<file path="src/logic/cta_pkg.sv">
// Purpose: shared constants and carrier types for the converter test and agc limit bank
// Assumes: apb data 32 bits, each register one aligned word at byte address index*4
// Notes: register indices are kept as printed; only the low 8 bits of each word are stored
package cta_pkg;
  // register indices, byte address is index times four
  localparam logic [7:0] IDX_CLK_GATING = 8'h18; // converter_clock_gating
  localparam logic [7:0] IDX_PWR_OVERRIDE = 8'h1A; // converter_power_override
  localparam logic [7:0] IDX_FMT_OBSERVE = 8'h1C; // converter_format_and_observe
  localparam logic [7:0] IDX_GAIN_CLIP = 8'h1E; // gain_clip_limit
  localparam logic [7:0] IDX_SAT_COUNTS = 8'h20; // saturation_counts
  localparam logic [7:0] IDX_RF_PAD = 8'h22; // rf_pad_value
  localparam logic [7:0] IDX_HI_SAT = 8'h24; // high_saturation_step
  localparam int REG_COUNT = 7; // registers in the bank
  localparam logic [7:0] REG_RESET = 8'h00; // every register clears on reset
  // slot numbers inside the storage array
  localparam logic [2:0] SLOT_CLK = 3'h0;
  localparam logic [2:0] SLOT_PWR = 3'h1;
  localparam logic [2:0] SLOT_FMT = 3'h2;
  localparam logic [2:0] SLOT_CLIP = 3'h3;
  localparam logic [2:0] SLOT_SAT = 3'h4;
  localparam logic [2:0] SLOT_PAD = 3'h5;
  localparam logic [2:0] SLOT_HI = 3'h6;
  // field positions
  localparam int BIT_CLK_SRC = 7; // clock source select
  localparam int BIT_MANUAL = 0; // manual power control
  localparam int BIT_FORMAT = 7; // offset binary select
  localparam int BIT_OBS_LSB = 4; // observation source field low bit
  localparam int BIT_TESTBUS = 3; // test bus into dacs
  localparam int BIT_RFAD = 2; // rf a/d into receive dac
  // observation dac source codes
  typedef enum logic [2:0] {
    OBS_TX_FILTER = 3'b000,
    OBS_DOWN_CONV = 3'b001,
    OBS_CHIP_TIMING = 3'b010,
    OBS_ADC = 3'b011,
    OBS_WINNER = 3'b100,
    OBS_WEIGHTS = 3'b101,
    OBS_TEST_BUS = 3'b110,
    OBS_CORR = 3'b111
  } cta_obs_src_t;
  localparam logic [5:0] SYNC_PULSE = 6'h20; // full scale negative, 6-bit two's complement
  localparam logic [3:0] LAST_WEIGHT = 4'hF; // sixteen weights per sequence
  localparam logic [6:0] PD_ALL_ON = 7'h7F; // every power-down asserted during reset
  // a pair of 6-bit converter samples
  typedef struct packed {
    logic [5:0] i;
    logic [5:0] q;
  } cta_iq_t;
  // converter power-down group, bit order matches the override register bits 7:1
  typedef struct packed {
    logic standby;
    logic transmit_sleep;
    logic receive_sleep;
    logic iq_sleep;
    logic analog_tx_shutdown;
    logic analog_rx_shutdown;
    logic analog_standby;
  } cta_pwr_t;
  // converter clock enables, bit order matches the gating register bits 6:0
  typedef struct packed {
    logic tx_dac;
    logic rx_dac;
    logic i_dac;
    logic q_dac;
    logic rf_adc;
    logic i_adc;
    logic q_adc;
  } cta_clk_en_t;
endpackage

</file>
<file path="src/logic/cta_observe_mux.sv">
// Purpose: selects the internal signal shown on the i/q observation dacs
// Assumes: all sources synchronous to pclk, 6-bit two's complement on the dac
// Notes: weight sequencer free-runs so the sync pulse lands at a fixed period
`timescale 1ns/1ns
module cta_observe_mux (
  input wire logic pclk, // baseband clock
  input wire logic presetn, // async reset, active low
  input wire cta_pkg::cta_obs_src_t src, // selected source
  input wire cta_pkg::cta_iq_t tx_filter, // transmit filter output
  input wire cta_pkg::cta_iq_t down_conv, // down converter output
  input wire cta_pkg::cta_iq_t adc_iq, // i and q a/d samples
  input wire logic [11:0] chip_timing_accumulator, // early/late integrator
  input wire logic [7:0] transform_winner_i, // peak picker winner i
  input wire logic [7:0] transform_winner_q, // peak picker winner q
  input wire logic [127:0] matched_filter_weights, // sixteen 8-bit weights
  input wire logic [5:0] test_bus_in, // test bus pins
  input wire logic test_bus_is_input, // test bus configured as inputs
  input wire logic corr_sel_lowrate, // 1 selects low-rate samples
  input wire cta_pkg::cta_iq_t barker_corr, // barker correlator samples
  input wire cta_pkg::cta_iq_t lowrate, // low-rate samples
  output cta_pkg::cta_iq_t obs // observation dac data
);
  logic [3:0] weight_idx_r; // weight being shown
  logic sync_slot_r; // sync pulse slot between sequences
  logic [5:0] weight_top; // upper bits of current weight
  cta_pkg::cta_iq_t obs_nxt; // next dac value

  // circular weight walk with one sync slot after the last weight
  always_ff @(posedge pclk or negedge presetn) begin
    if (!presetn) begin
      weight_idx_r <= 4'h0;
      sync_slot_r <= 1'b0;
    end else if (sync_slot_r) begin
      sync_slot_r <= 1'b0;
      weight_idx_r <= 4'h0;
    end else if (weight_idx_r == cta_pkg::LAST_WEIGHT) begin
      sync_slot_r <= 1'b1;
    end else begin
      weight_idx_r <= weight_idx_r + 4'h1;
    end
  end

  assign weight_top = matched_filter_weights[{weight_idx_r, 3'b111} -: 6];

  // source selection
  always_comb begin
    obs_nxt = '0;
    case (src)
      cta_pkg::OBS_TX_FILTER: obs_nxt = tx_filter;
      cta_pkg::OBS_DOWN_CONV: obs_nxt = down_conv;
      cta_pkg::OBS_CHIP_TIMING: begin
        obs_nxt.i = 6'h00;
        obs_nxt.q = chip_timing_accumulator[11:6];
      end
      cta_pkg::OBS_ADC: obs_nxt = adc_iq;
      cta_pkg::OBS_WINNER: begin
        obs_nxt.i = transform_winner_i[7:2];
        obs_nxt.q = transform_winner_q[7:2];
      end
      cta_pkg::OBS_WEIGHTS: begin
        obs_nxt.i = sync_slot_r ? cta_pkg::SYNC_PULSE : weight_top;
        obs_nxt.q = sync_slot_r ? cta_pkg::SYNC_PULSE : weight_top;
      end
      cta_pkg::OBS_TEST_BUS: begin
        obs_nxt.i = test_bus_is_input ? test_bus_in : 6'h00;
        obs_nxt.q = test_bus_is_input ? test_bus_in : 6'h00;
      end
      cta_pkg::OBS_CORR: obs_nxt = corr_sel_lowrate ? lowrate : barker_corr;
      default: obs_nxt = '0;
    endcase
  end

  // dac data register
  always_ff @(posedge pclk or negedge presetn) begin
    if (!presetn) begin
      obs <= '0;
    end else begin
      obs <= obs_nxt;
    end
  end
endmodule

</file>
<file path="src/logic/cta_regs.sv">
// Purpose: apb register bank for converter clocks, power, format, observation and agc limits
// Assumes: apb master per protocol, paddr is a byte address, no wait states needed
// Notes: read data is captured in the setup cycle so prdata comes from a flop
`timescale 1ns/1ns
// Functional notes
// - clock source bit picks internal or serial pin
// - seven gating bits stop each converter clock
// - manual bit selects register or automatic power-down
// - upper seven bits drive individual power-downs manually
// - format bit selects two's complement or offset
// - codes 000, 001, 011 route filter, downconverter, adcs
// - code 010 shows chip timing on q
// - code 100 shows transform winners
// - code 101 cycles weights with sync pulse
// - codes 110, 111 give test bus, correlator
// - test bus feeds both dacs when enabled
// - rf a/d into receive dac overrides test bus
// - attenuator accumulator clamped between zero and clip
// - unused bits stored, no effect, write zero
// - saturation counts: mid upper, low lower nibble
// - rf pad value added into strength result
// - high step is twice value above count
// - high saturation count in lower nibble
module cta_regs (
  input wire logic pclk, // baseband clock, 25 MHz
  input wire logic presetn, // async reset, active low
  input wire logic psel, // apb select
  input wire logic penable, // apb access phase
  input wire logic pwrite, // apb direction, 1 write
  input wire logic [7:0] paddr, // apb byte address
  input wire logic [31:0] pwdata, // apb write data
  output logic [31:0] prdata, // apb read data
  output logic pready, // apb ready
  output logic pslverr, // apb error, unmapped address
  output logic conv_clk_from_serial, // converters clocked from serial data pin
  output cta_pkg::cta_clk_en_t conv_clk_en, // per converter clock enable
  input wire logic transmit_power_enable, // transmit power enable input
  input wire logic receive_power_enable, // receive power enable input
  output cta_pkg::cta_pwr_t conv_power_down, // converter power-down signals
  input wire cta_pkg::cta_iq_t adc_iq_raw, // i/q a/d samples, two's complement
  input wire logic [5:0] adc_rf_raw, // rf a/d sample, two's complement
  output cta_pkg::cta_iq_t adc_iq_fmt, // formatted i/q samples
  output logic [5:0] adc_rf_fmt, // formatted rf sample
  input wire cta_pkg::cta_iq_t tx_filter, // transmit filter output
  input wire cta_pkg::cta_iq_t down_conv, // down converter output
  input wire logic [11:0] chip_timing_accumulator, // early/late integrator
  input wire logic [7:0] transform_winner_i, // peak picker winner i
  input wire logic [7:0] transform_winner_q, // peak picker winner q
  input wire logic [127:0] matched_filter_weights, // sixteen 8-bit weights
  input wire logic [5:0] test_bus_in, // test bus pins
  input wire logic test_bus_is_input, // test bus pins configured as inputs
  input wire logic corr_sel_lowrate, // correlator view select
  input wire cta_pkg::cta_iq_t barker_corr, // barker correlator samples
  input wire cta_pkg::cta_iq_t lowrate, // low-rate samples
  output cta_pkg::cta_iq_t obs_dac, // observation dac data
  input wire logic [5:0] rx_dac_normal, // normal receive dac data
  input wire logic [5:0] tx_dac_normal, // normal transmit dac data
  output logic [5:0] rx_dac_data, // receive dac data
  output logic [5:0] tx_dac_data, // transmit dac data
  input wire logic agc_update, // one-cycle agc accumulator update
  input wire logic signed [7:0] agc_delta, // signed attenuation change
  input wire logic sat_eval, // one-cycle saturation evaluation
  input wire logic [4:0] sat_count, // i and q saturations in window
  input wire logic rf_gain_pad_control, // rf pad inserted
  output logic [6:0] atten_acc, // attenuator accumulator
  output logic mid_step_req, // mid attenuator step due
  output logic low_step_req, // low attenuator step due
  output logic high_step_req, // high attenuator step due
  output logic [4:0] high_step_atten, // high step size
  output logic [7:0] received_strength_value // strength result
);
  logic [7:0] regs_r [cta_pkg::REG_COUNT]; // register storage
  logic [3:0] slot_dec; // decoded slot, bit 3 flags a miss
  logic [2:0] acc_slot; // decoded slot of current access
  logic acc_hit; // address maps to a register
  logic wr_en; // write takes effect this edge
  logic [7:0] rd_byte; // selected read byte
  logic signed [9:0] acc_sum; // unclamped accumulator sum
  logic [6:0] acc_nxt; // clamped accumulator
  logic [6:0] clip; // gain clip value
  logic [4:0] hi_step; // doubled high step

  // map a byte address to a storage slot, bit 3 flags a miss
  function automatic logic [3:0] addr_to_slot(input logic [7:0] addr);
    logic [3:0] res;
    res = 4'h8;
    if (addr[1:0] == 2'b00) begin
      case (addr[7:2])
        cta_pkg::IDX_CLK_GATING[5:0]: res = {1'b0, cta_pkg::SLOT_CLK};
        cta_pkg::IDX_PWR_OVERRIDE[5:0]: res = {1'b0, cta_pkg::SLOT_PWR};
        cta_pkg::IDX_FMT_OBSERVE[5:0]: res = {1'b0, cta_pkg::SLOT_FMT};
        cta_pkg::IDX_GAIN_CLIP[5:0]: res = {1'b0, cta_pkg::SLOT_CLIP};
        cta_pkg::IDX_SAT_COUNTS[5:0]: res = {1'b0, cta_pkg::SLOT_SAT};
        cta_pkg::IDX_RF_PAD[5:0]: res = {1'b0, cta_pkg::SLOT_PAD};
        cta_pkg::IDX_HI_SAT[5:0]: res = {1'b0, cta_pkg::SLOT_HI};
        default: res = 4'h8;
      endcase
    end
    return res;
  endfunction

  // access decode, used by write, read and error paths
  assign slot_dec = addr_to_slot(paddr);
  assign acc_slot = slot_dec[2:0];
  assign acc_hit = !slot_dec[3];
  assign pready = psel & penable; // zero wait states
  assign pslverr = psel & penable & !acc_hit; // unmapped address answers with error
  assign wr_en = psel & penable & pwrite & acc_hit;
  assign rd_byte = acc_hit ? regs_r[acc_slot] : 8'h00;

  // register storage, every bit kept including unused ones
  generate
    for (genvar g = 0; g < cta_pkg::REG_COUNT; g++) begin : g_reg
      always_ff @(posedge pclk or negedge presetn) begin
        if (!presetn) begin
          regs_r[g] <= cta_pkg::REG_RESET;
        end else if (wr_en && acc_slot == 3'(g)) begin
          regs_r[g] <= pwdata[7:0];
        end
      end
    end
  endgenerate

  // read data captured in setup cycle, upper bits read zero
  always_ff @(posedge pclk or negedge presetn) begin
    if (!presetn) begin
      prdata <= 32'h0000_0000;
    end else if (psel && !penable && !pwrite) begin
      prdata <= {24'h00_0000, rd_byte};
    end
  end

  // clock source and gating, a 1 stops the clock
  assign conv_clk_from_serial = regs_r[cta_pkg::SLOT_CLK][cta_pkg::BIT_CLK_SRC];
  assign conv_clk_en = ~regs_r[cta_pkg::SLOT_CLK][6:0];

  // power-down: manual from register bits 7:1, else from the enables
  always_ff @(posedge pclk or negedge presetn) begin
    if (!presetn) begin
      conv_power_down <= cta_pkg::PD_ALL_ON;
    end else if (regs_r[cta_pkg::SLOT_PWR][cta_pkg::BIT_MANUAL]) begin
      conv_power_down <= regs_r[cta_pkg::SLOT_PWR][7:1];
    end else begin
      conv_power_down.standby <= 1'b0;
      conv_power_down.transmit_sleep <= !transmit_power_enable;
      conv_power_down.receive_sleep <= !receive_power_enable;
      conv_power_down.iq_sleep <= !(transmit_power_enable | receive_power_enable);
      conv_power_down.analog_tx_shutdown <= !transmit_power_enable;
      conv_power_down.analog_rx_shutdown <= !receive_power_enable;
      conv_power_down.analog_standby <= !(transmit_power_enable | receive_power_enable);
    end
  end

  // converter number format, offset binary flips the sign bit
  always_ff @(posedge pclk or negedge presetn) begin
    if (!presetn) begin
      adc_iq_fmt <= '0;
      adc_rf_fmt <= 6'h00;
    end else begin
      adc_iq_fmt.i <= adc_iq_raw.i ^ {regs_r[cta_pkg::SLOT_FMT][cta_pkg::BIT_FORMAT], 5'h00};
      adc_iq_fmt.q <= adc_iq_raw.q ^ {regs_r[cta_pkg::SLOT_FMT][cta_pkg::BIT_FORMAT], 5'h00};
      adc_rf_fmt <= adc_rf_raw ^ {regs_r[cta_pkg::SLOT_FMT][cta_pkg::BIT_FORMAT], 5'h00};
    end
  end

  // observation dac selector
  cta_observe_mux u_obs (
    .pclk(pclk),
    .presetn(presetn),
    .src(cta_pkg::cta_obs_src_t'(regs_r[cta_pkg::SLOT_FMT][6:4])),
    .tx_filter(tx_filter),
    .down_conv(down_conv),
    .adc_iq(adc_iq_raw),
    .chip_timing_accumulator(chip_timing_accumulator),
    .transform_winner_i(transform_winner_i),
    .transform_winner_q(transform_winner_q),
    .matched_filter_weights(matched_filter_weights),
    .test_bus_in(test_bus_in),
    .test_bus_is_input(test_bus_is_input),
    .corr_sel_lowrate(corr_sel_lowrate),
    .barker_corr(barker_corr),
    .lowrate(lowrate),
    .obs(obs_dac)
  );

  // receive and transmit dac routing, rf a/d has priority
  always_ff @(posedge pclk or negedge presetn) begin
    if (!presetn) begin
      rx_dac_data <= 6'h00;
      tx_dac_data <= 6'h00;
    end else begin
      if (regs_r[cta_pkg::SLOT_FMT][cta_pkg::BIT_RFAD]) begin
        rx_dac_data <= adc_rf_raw;
      end else if (regs_r[cta_pkg::SLOT_FMT][cta_pkg::BIT_TESTBUS]) begin
        rx_dac_data <= test_bus_in;
      end else begin
        rx_dac_data <= rx_dac_normal;
      end
      if (regs_r[cta_pkg::SLOT_FMT][cta_pkg::BIT_TESTBUS] && !regs_r[cta_pkg::SLOT_FMT][cta_pkg::BIT_RFAD]) begin
        tx_dac_data <= test_bus_in;
      end else begin
        tx_dac_data <= tx_dac_normal;
      end
    end
  end

  // agc limits; bit 7 of clip and pad bits 7:6 are ignored
  assign clip = regs_r[cta_pkg::SLOT_CLIP][6:0];
  assign hi_step = {regs_r[cta_pkg::SLOT_HI][7:4], 1'b0};

  // accumulator step, high saturation step subtracts on evaluation
  always_comb begin
    acc_sum = 10'(signed'({3'b000, atten_acc}));
    if (agc_update) begin
      acc_sum = acc_sum + 10'(agc_delta);
    end
    if (sat_eval && sat_count > {1'b0, regs_r[cta_pkg::SLOT_HI][3:0]}) begin
      acc_sum = acc_sum - 10'(signed'({5'h00, hi_step}));
    end
    if (acc_sum < 10'sd0) begin
      acc_nxt = 7'h00;
    end else if (acc_sum > 10'(signed'({3'b000, clip}))) begin
      acc_nxt = clip;
    end else begin
      acc_nxt = acc_sum[6:0];
    end
  end

  // accumulator register
  always_ff @(posedge pclk or negedge presetn) begin
    if (!presetn) begin
      atten_acc <= 7'h00;
    end else if (agc_update || sat_eval) begin
      atten_acc <= acc_nxt;
    end
  end

  // saturation step requests, refreshed on each evaluation
  always_ff @(posedge pclk or negedge presetn) begin
    if (!presetn) begin
      mid_step_req <= 1'b0;
      low_step_req <= 1'b0;
      high_step_req <= 1'b0;
      high_step_atten <= 5'h00;
    end else if (sat_eval) begin
      mid_step_req <= sat_count > {1'b0, regs_r[cta_pkg::SLOT_SAT][7:4]};
      low_step_req <= sat_count > {1'b0, regs_r[cta_pkg::SLOT_SAT][3:0]};
      high_step_req <= sat_count > {1'b0, regs_r[cta_pkg::SLOT_HI][3:0]};
      high_step_atten <= hi_step;
    end
  end

  // strength result adds the rf pad while the pad is inserted
  always_ff @(posedge pclk or negedge presetn) begin
    if (!presetn) begin
      received_strength_value <= 8'h00;
    end else begin
      received_strength_value <= {1'b0, atten_acc} +
        (rf_gain_pad_control ? {2'b00, regs_r[cta_pkg::SLOT_PAD][5:0]} : 8'h00);
    end
  end
endmodule

</file>
<file path="config.mk">
export PLATFORM = sky130hd
export DESIGN_NAME = cta_regs
export DESIGN_NICKNAME = d
export VERILOG_FILES = /design/src/logic/cta_pkg.sv /design/src/logic/cta_observe_mux.sv /design/src/logic/cta_regs.sv
export SDC_FILE = /design/constraint.sdc
export NUM_CORES = 1
export LEC_CHECK = 0
export BUFFER_PORTS_ARGS = -buffer_cell sky130_fd_sc_hd__buf_2
export CAP_MARGIN = 20
export CORE_AREA = 2 2 164 166
export DETAILED_ROUTE_END_ITERATION = 12
export DIE_AREA = 0 0 166 168
export PLACE_DENSITY = 0.65
export SLEW_MARGIN = 20
export SYNTH_ARGS = -nofsm -noshare
export SYNTH_HDL_FRONTEND = slang
export SYNTH_SLANG_ARGS = --single-unit
</file>
<file path="constraint.sdc">
create_clock -name pclk -period 4.8 [get_ports pclk]
set_input_delay 1.44 -clock pclk [delete_from_list [all_inputs] [get_ports pclk]]
set_output_delay 1.44 -clock pclk [all_outputs]
set_load 0.03 [all_outputs]
</file>
# Word-level counts from Yosys, hierarchy flattened
# Cells that the tools add are included.
[op_classes]
addsub = 4
n_lt_le_gt_ge = 6
eq_ne = 22
n_shift = 1
muxes = 23
bitwise_logic = 10
n_reduce_logical = 22
[op_table]
columns = ["operator", "n"]
rows = [
  ["133-bit by 8-bit variable part select with 6-bit output", 1],
  ["12-bit case mux with 8 select lines", 1],
  ["6-bit 2-to-1 mux", 6],
  ["4-bit case mux with 7 select lines", 1],
  ["8-bit binary-select mux with 3-bit select", 1],
  ["6-bit by 5-bit == test with 1-bit output (second input constant)", 4],
  ["8-bit 2-to-1 mux", 3],
  ["3-bit == test (second input constant)", 7],
  ["7-bit 2-to-1 mux", 3],
  ["10-bit 2-to-1 mux", 2],
  ["6-bit == test (second input constant)", 3],
  ["6-bit XOR", 3],
  ["5-bit by 4-bit > comparator with 1-bit output", 3],
  ["3-bit by 2-bit == test with 1-bit output (second input constant)", 4],
  ["12-bit 2-to-1 mux", 1],
  ["4-bit 2-to-1 mux", 3],
  ["1-bit logical AND", 11],
  ["10-bit by 8-bit > comparator with 1-bit output", 1],
  ["10-bit by 1-bit less-than comparator with 1-bit output (second input constant)", 1],
  ["10-bit by 6-bit subtractor with 10-bit output", 1],
  ["8-bit by 8-bit adder with 9-bit output", 1],
  ["7-bit by 6-bit adder with 8-bit output", 1],
  ["1-bit zero test", 7],
  ["7-bit inverter", 1],
  ["12 further kinds", 18],
]
[totals]
ff_bits = 140
out_inout_bits = 114
word_cells = 118

# Longest topological paths before layout
[depth]
word_depth = 8
mapped_depth = 18

# Cells and area by module
# A second synthesis with hierarchy kept.
[unflattened]
hier_cells = 841
hier_area_um2 = 8693.3
[by_module_without_submodules]
columns = ["module", "instances", "cells_per_inst", "area_per_inst_um2"]
rows = [
  ["cta_regs", 1, 609, 6515.0],
  ["cta_observe_mux", 1, 232, 2178.3],
]

# Least setup slack after synthesis
# No wires, ideal clock.
[synth_path]
path_kind = "input port to flip-flop"
from = "input agc_delta[0]"
to = "register atten_acc[1]"
arrival_ps = 4858
path_slack_ps = -193
cell_stages = 17
n_path_buf = 0
cell_sequence = "ha_1 > fa_1 > xnor2_1 > a21oi_1 > ha_1 > nor2b_1 > o21ai_0 > a21boi_0 > nor4_1 > xor2_1 > ha_1 > o22a_1 > o21ai_0 > nand2_1 > o22ai_4 > mux2i_1 > o21ai_1"
[synth_between]
elab_chain_cells = 7
word_cells_on_any_way = 8
cone_classes = "add/sub (2); order compare (2); mux (4)"
[synth_lines]
columns = ["element", "line", "rtl"]
rows = [
  ["start, declared", "cta_regs.sv:61", "input wire logic signed [7:0] agc_delta,"],
  ["8-bit by 8-bit adder with 9-bit output (*)", "cta_regs.sv:215", "acc_sum = acc_sum + 10'(agc_delta);"],
  ["10-bit 2-to-1 mux (*)", "cta_regs.sv:214", "if (agc_update) begin"],
  ["10-bit by 6-bit subtractor with 10-bit output", "cta_regs.sv:218", "acc_sum = acc_sum - 10'(signed'({5'h00, hi_step}));"],
  ["10-bit 2-to-1 mux (*)", "cta_regs.sv:217", "if (sat_eval && sat_count > {1'b0, regs_r[cta_pkg::SLOT_HI][3:0]}) begin"],
  ["10-bit by 8-bit > comparator with 1-bit output", "cta_regs.sv:222", "end else if (acc_sum > 10'(signed'({3'b000, clip}))) begin"],
  ["7-bit 2-to-1 mux", "cta_regs.sv:222", ""],
  ["7-bit 2-to-1 mux (*)", "cta_regs.sv:220", "if (acc_sum < 10'sd0) begin"],
  ["end signal, assigned", "cta_regs.sv:234", "atten_acc <= acc_nxt;"],
  ["end, declared", "cta_regs.sv:65", "output logic [6:0] atten_acc,"],
]
# Mark *: on every way between the ends. The rest lies on a longest branch, timed or not.
# A chain may end at the register's enable or synchronous reset.

# Final worst setup path
[layout_path]
from = "input agc_delta[0]"
to = "register atten_acc[2]"
# Same word-level chain as after synthesis.

==> flow_summary_export.csv <==
group,metric,value,unit
placement,hpwl,23400,um
drt,drtPass1Iterations,5,
timing,rsz0062_at_grt,"true",
clocking,cts_buffers,17,
timing,finalHoldViolations,0,
worst_setup_path,critPathArrivalTime,5.02,ns
die,die_area,0.0279,sq mm
clocking,hold_buffers,0,
die,start_util,32.3,%
grt,grt.busiest_layer,"met2",
layout,area_growth,33.1,%
clocking,h-tree-depth,4,
clocking,ctsRootBufferMaster,"clkbuf_16",
yosys,synth_ff_type,"dfrtp_1",
power,clkPwrFrac,33.4,%
worst_setup_path,crit_type,"in2reg",
worst_setup_path,reg2reg_from,"atten_acc[0]$_DFFE_PN0P_",
placement,place_congestion,0.887,
timing,final_max_slew_viol_count,0,
grt,grt.overflow.total,0,
grt,antenna_found_initial,5,
power,combPwrFrac,33.9,%
clocking,path_clk_slew,0.06,ns
yosys,yosysMostFrequentCell,"dfrtp_1",
clocking,tritoncts,"yes",
yosys,post_synth_num_cell_types,71,
layout,nets,1492,
layout,n_fill_cell,2614,
die,die_w,166,um
die,die_h,168,um
layout,drive_gt1_share,44.3,%
clocking,cts_max_path_buffers,2,
worst_setup_path,required,5.10,ns
yosys,mappedNetlistArea,0.00851,sq mm
die,placementRows,60,
power,seqPwrFrac,32.7,%
power,power_leakage,5.59,nW
timing,worstMarginPinSlew,1.06,ns
yosys,synth_edf_count,0,
run,drv_cap,0,
timing,slew_headroom,29.4,%
yosys,ys_ff_latch,140,
timing,fin_tns_setup,0,ns
worst_setup_path,r2r_setup_slack,0.68,ns
yosys,ys_warn_count,0,
drt,post_drt_wl_per_cell,19.2,um
grt,grt_pass1_wl,43200,um
timing,finalCriticalPeriod,4.71,ns
drt,drtIter0Drc,576,
yosys,synth_top_area_cell,"dfrtp_1",
grt,grtUsageMet3,5.41,%
worst_setup_path,crit_fanout,8,
worst_setup_path,crit_path_start_kind,"input pin",
timing,fmax,0.212,GHz
yosys,postSynthCellCount,806,
yosys,synth_common_cells,"133 x dfrtp_1, 68 x nand2_1, 54 x o21ai_0",
placement,port_buffers,327,
drt,viasPerCell,5.09,
timing,period_share,98.2,%
yosys,synth_area_per_cell,10.6,sq um
worst_setup_path,critPathLaunch,"agc_delta[0]",
timing,finClkSkew,0.00811,ns
yosys,synth_top_area_share,39.1,%
clocking,cts_sinks,140,
power,power.switching,1.39,mW
drt,ant_nets,0,
yosys,yosysSeqAreaShare,41.3,%
timing,setup_viol,0,
power,p_sw_share,33.7,%
grt,grt_max_degree,91,
drt,vias,7645,
grt,met1_usage,29.4,%
layout,final_util,43.0,%
power,irDropWorstVdd,0.247,mV
grt,track_usage,20.1,%
drt,drt-total-wl,28900,um
die,core-area,0.0264,sq mm
power,power.density,364,mW/mm^2
clocking,insertion_delay,0.41,ns
worst_hold_path,hp-class,"reg2reg",
drt,drc,0,
die,ios,419,
power,p_int,2.73,mW
grt,grt_use_met2,30.3,%
worst_setup_path,end_kind,"flop",
run_status,status,"finished, final reports clean",
worst_hold_path,hold_start,"prdata[5]$_DFFE_PN0P_",
yosys,synth-async-reset-ratio,100,%
grt,grt_pass1_vias,7328,
yosys,synthTopCellsByArea,"dfrtp_1 39%, mux4_2 7.9%, mux2_2 6.6%",
-- cells by family (layout without fill, tap and decap cells) --
kind of cell / after synthesis / after routing / synth area share (%)
buf+inv: 108 / 438 / 6.01
other cells: 1 / 26 / 0.0441
simple gates: 189 / 189 / 10.9
xor+xnor: 13 / 13 / 1.34
compound gates: 199 / 199 / 15.5
flops: 140 / 140 / 41.3
mux: 116 / 116 / 18.8
fa+ha+maj: 40 / 40 / 6.15
-- power groups by stage --
stage                     logic, mW  clock network [mW]  registers, mW
after global routing           1.52                1.45           1.36
after detailed placement       1.32                   0           1.37
after global placement         1.29                   0           1.37
after CTS                      1.35                1.40           1.35
final                          1.40                1.38           1.35
after floorplan               0.666                   0           1.52
-- per-layer routing --
layer	up-vias	part of all wire, %
met5	-	0.15
met4	6	0.69
met3	22	7.8
met2	307	45
met1	3726	46
li1	3584	-
-- state kept, by name (all words and copies together) (netlist names) --
| signal | flops |
|---|---|
| adc_iq_fmt | 12 |
| adc_rf_fmt | 6 |
| atten_acc | 7 |
| clip | 7 |
| conv_clk_from_serial | 1 |
| conv_power_down | 7 |
| hi_step | 4 |
| high_step_atten | 4 |
| high_step_req | 1 |
| low_step_req | 1 |
| mid_step_req | 1 |
| prdata | 8 |
| received_strength_value | 8 |
| regs_r | 44 |
| rx_dac_data | 6 |
| tx_dac_data | 6 |
| u_obs.obs | 12 |
| u_obs.sync_slot_r | 1 |
| u_obs.weight_idx_r | 4 |
-- critical path: stages --
cell and delay [ns]:
buf_6 0.10, ha_4 0.15, fa_2 0.44, mux2i_4 0.19
ha_2 0.22, inv_2 0.04, fa_2 0.36, xor2_1 0.16
mux2_2 0.29, ha_1 0.30, a21o_1 0.16, a21oi_1 0.14
nor2b_1 0.07, o21ai_2 0.19, nand2_2 0.09, o22ai_4 0.34
mux2i_1 0.25, o21ai_1 0.07
-- repair_timing --
action | 4_1_cts | 5_1_grt
pin swaps | 10 | 8
gates cloned | 0 | 0
buffers inserted | 1 | 2
setup endpoints to repair | 7 | 7
resized for setup | 7 | 11
-- per-stage QoR --
step	cells	total power [mW]	worst slack (ns)	hold WS (ns)	cell area, sq um
final	1502	4.13	0.0857	0.479	11300
after floorplan	830	2.19	-0.0239	0.461	8640
after detailed placement	1466	2.69	-0.695	0.473	10600
after CTS	1499	4.10	0.0278	0.486	11300
after global routing	1502	4.34	-0.0756	0.518	11300
after global placement	1466	2.66	-0.595	0.458	10600
-- path summary, 6_finish.rpt --
kind,cells past startpoint,end
max in group asynchronous,2,regs_r[0]$_DFFE_PN0P_
min in group asynchronous,1,adc_iq_fmt[10]$_DFF_PN0_
worst min register to register,2,prdata[5]$_DFFE_PN0P_
worst max-delay path,18,atten_acc[2]$_DFFE_PN0P_
worst max register to register,17,atten_acc[2]$_DFFE_PN0P_
worst min-delay path,2,prdata[5]$_DFFE_PN0P_
-- cells in the final DEF (no fill, tap or decap), types with 7 or more instances in the layout --
cell,netlist,layout
mux2_2,50,50
mux2i_1,36,35
dfstp_2,7,7
a21oi_1,45,43
dfrtp_1,133,133
ha_1,37,34
mux4_2,30,30
nand2_1,68,67
nand2b_1,8,8
o211ai_1,7,7
o221ai_1,11,11
and2_1,13,13
clkbuf_16,0,17
xor2_1,7,7
o21ai_1,17,18
conb_1,1,25
nand3_1,13,13
nor2_1,43,43
buf_2,4,325
inv_1,49,48
a21o_1,7,7
o21ai_0,54,50
o22a_1,9,9
nor2b_1,10,9
buf_4,25,29
-- layout make-up --
class                   count  area (sq um)  share of cell area (%)
clock inverters            12           160                    1.41
inverters                  49           184                    1.62
repair buffers            357          1890                    16.7
multi-input cells         582          4690                    41.5
flip-flops and latches    140          3510                    31.0
diodes                      1          2.50                  0.0221
well taps                 341           427                    3.77
clock buffers              20           457                    4.03
Note: power is estimated with default switching activity, not from simulation.
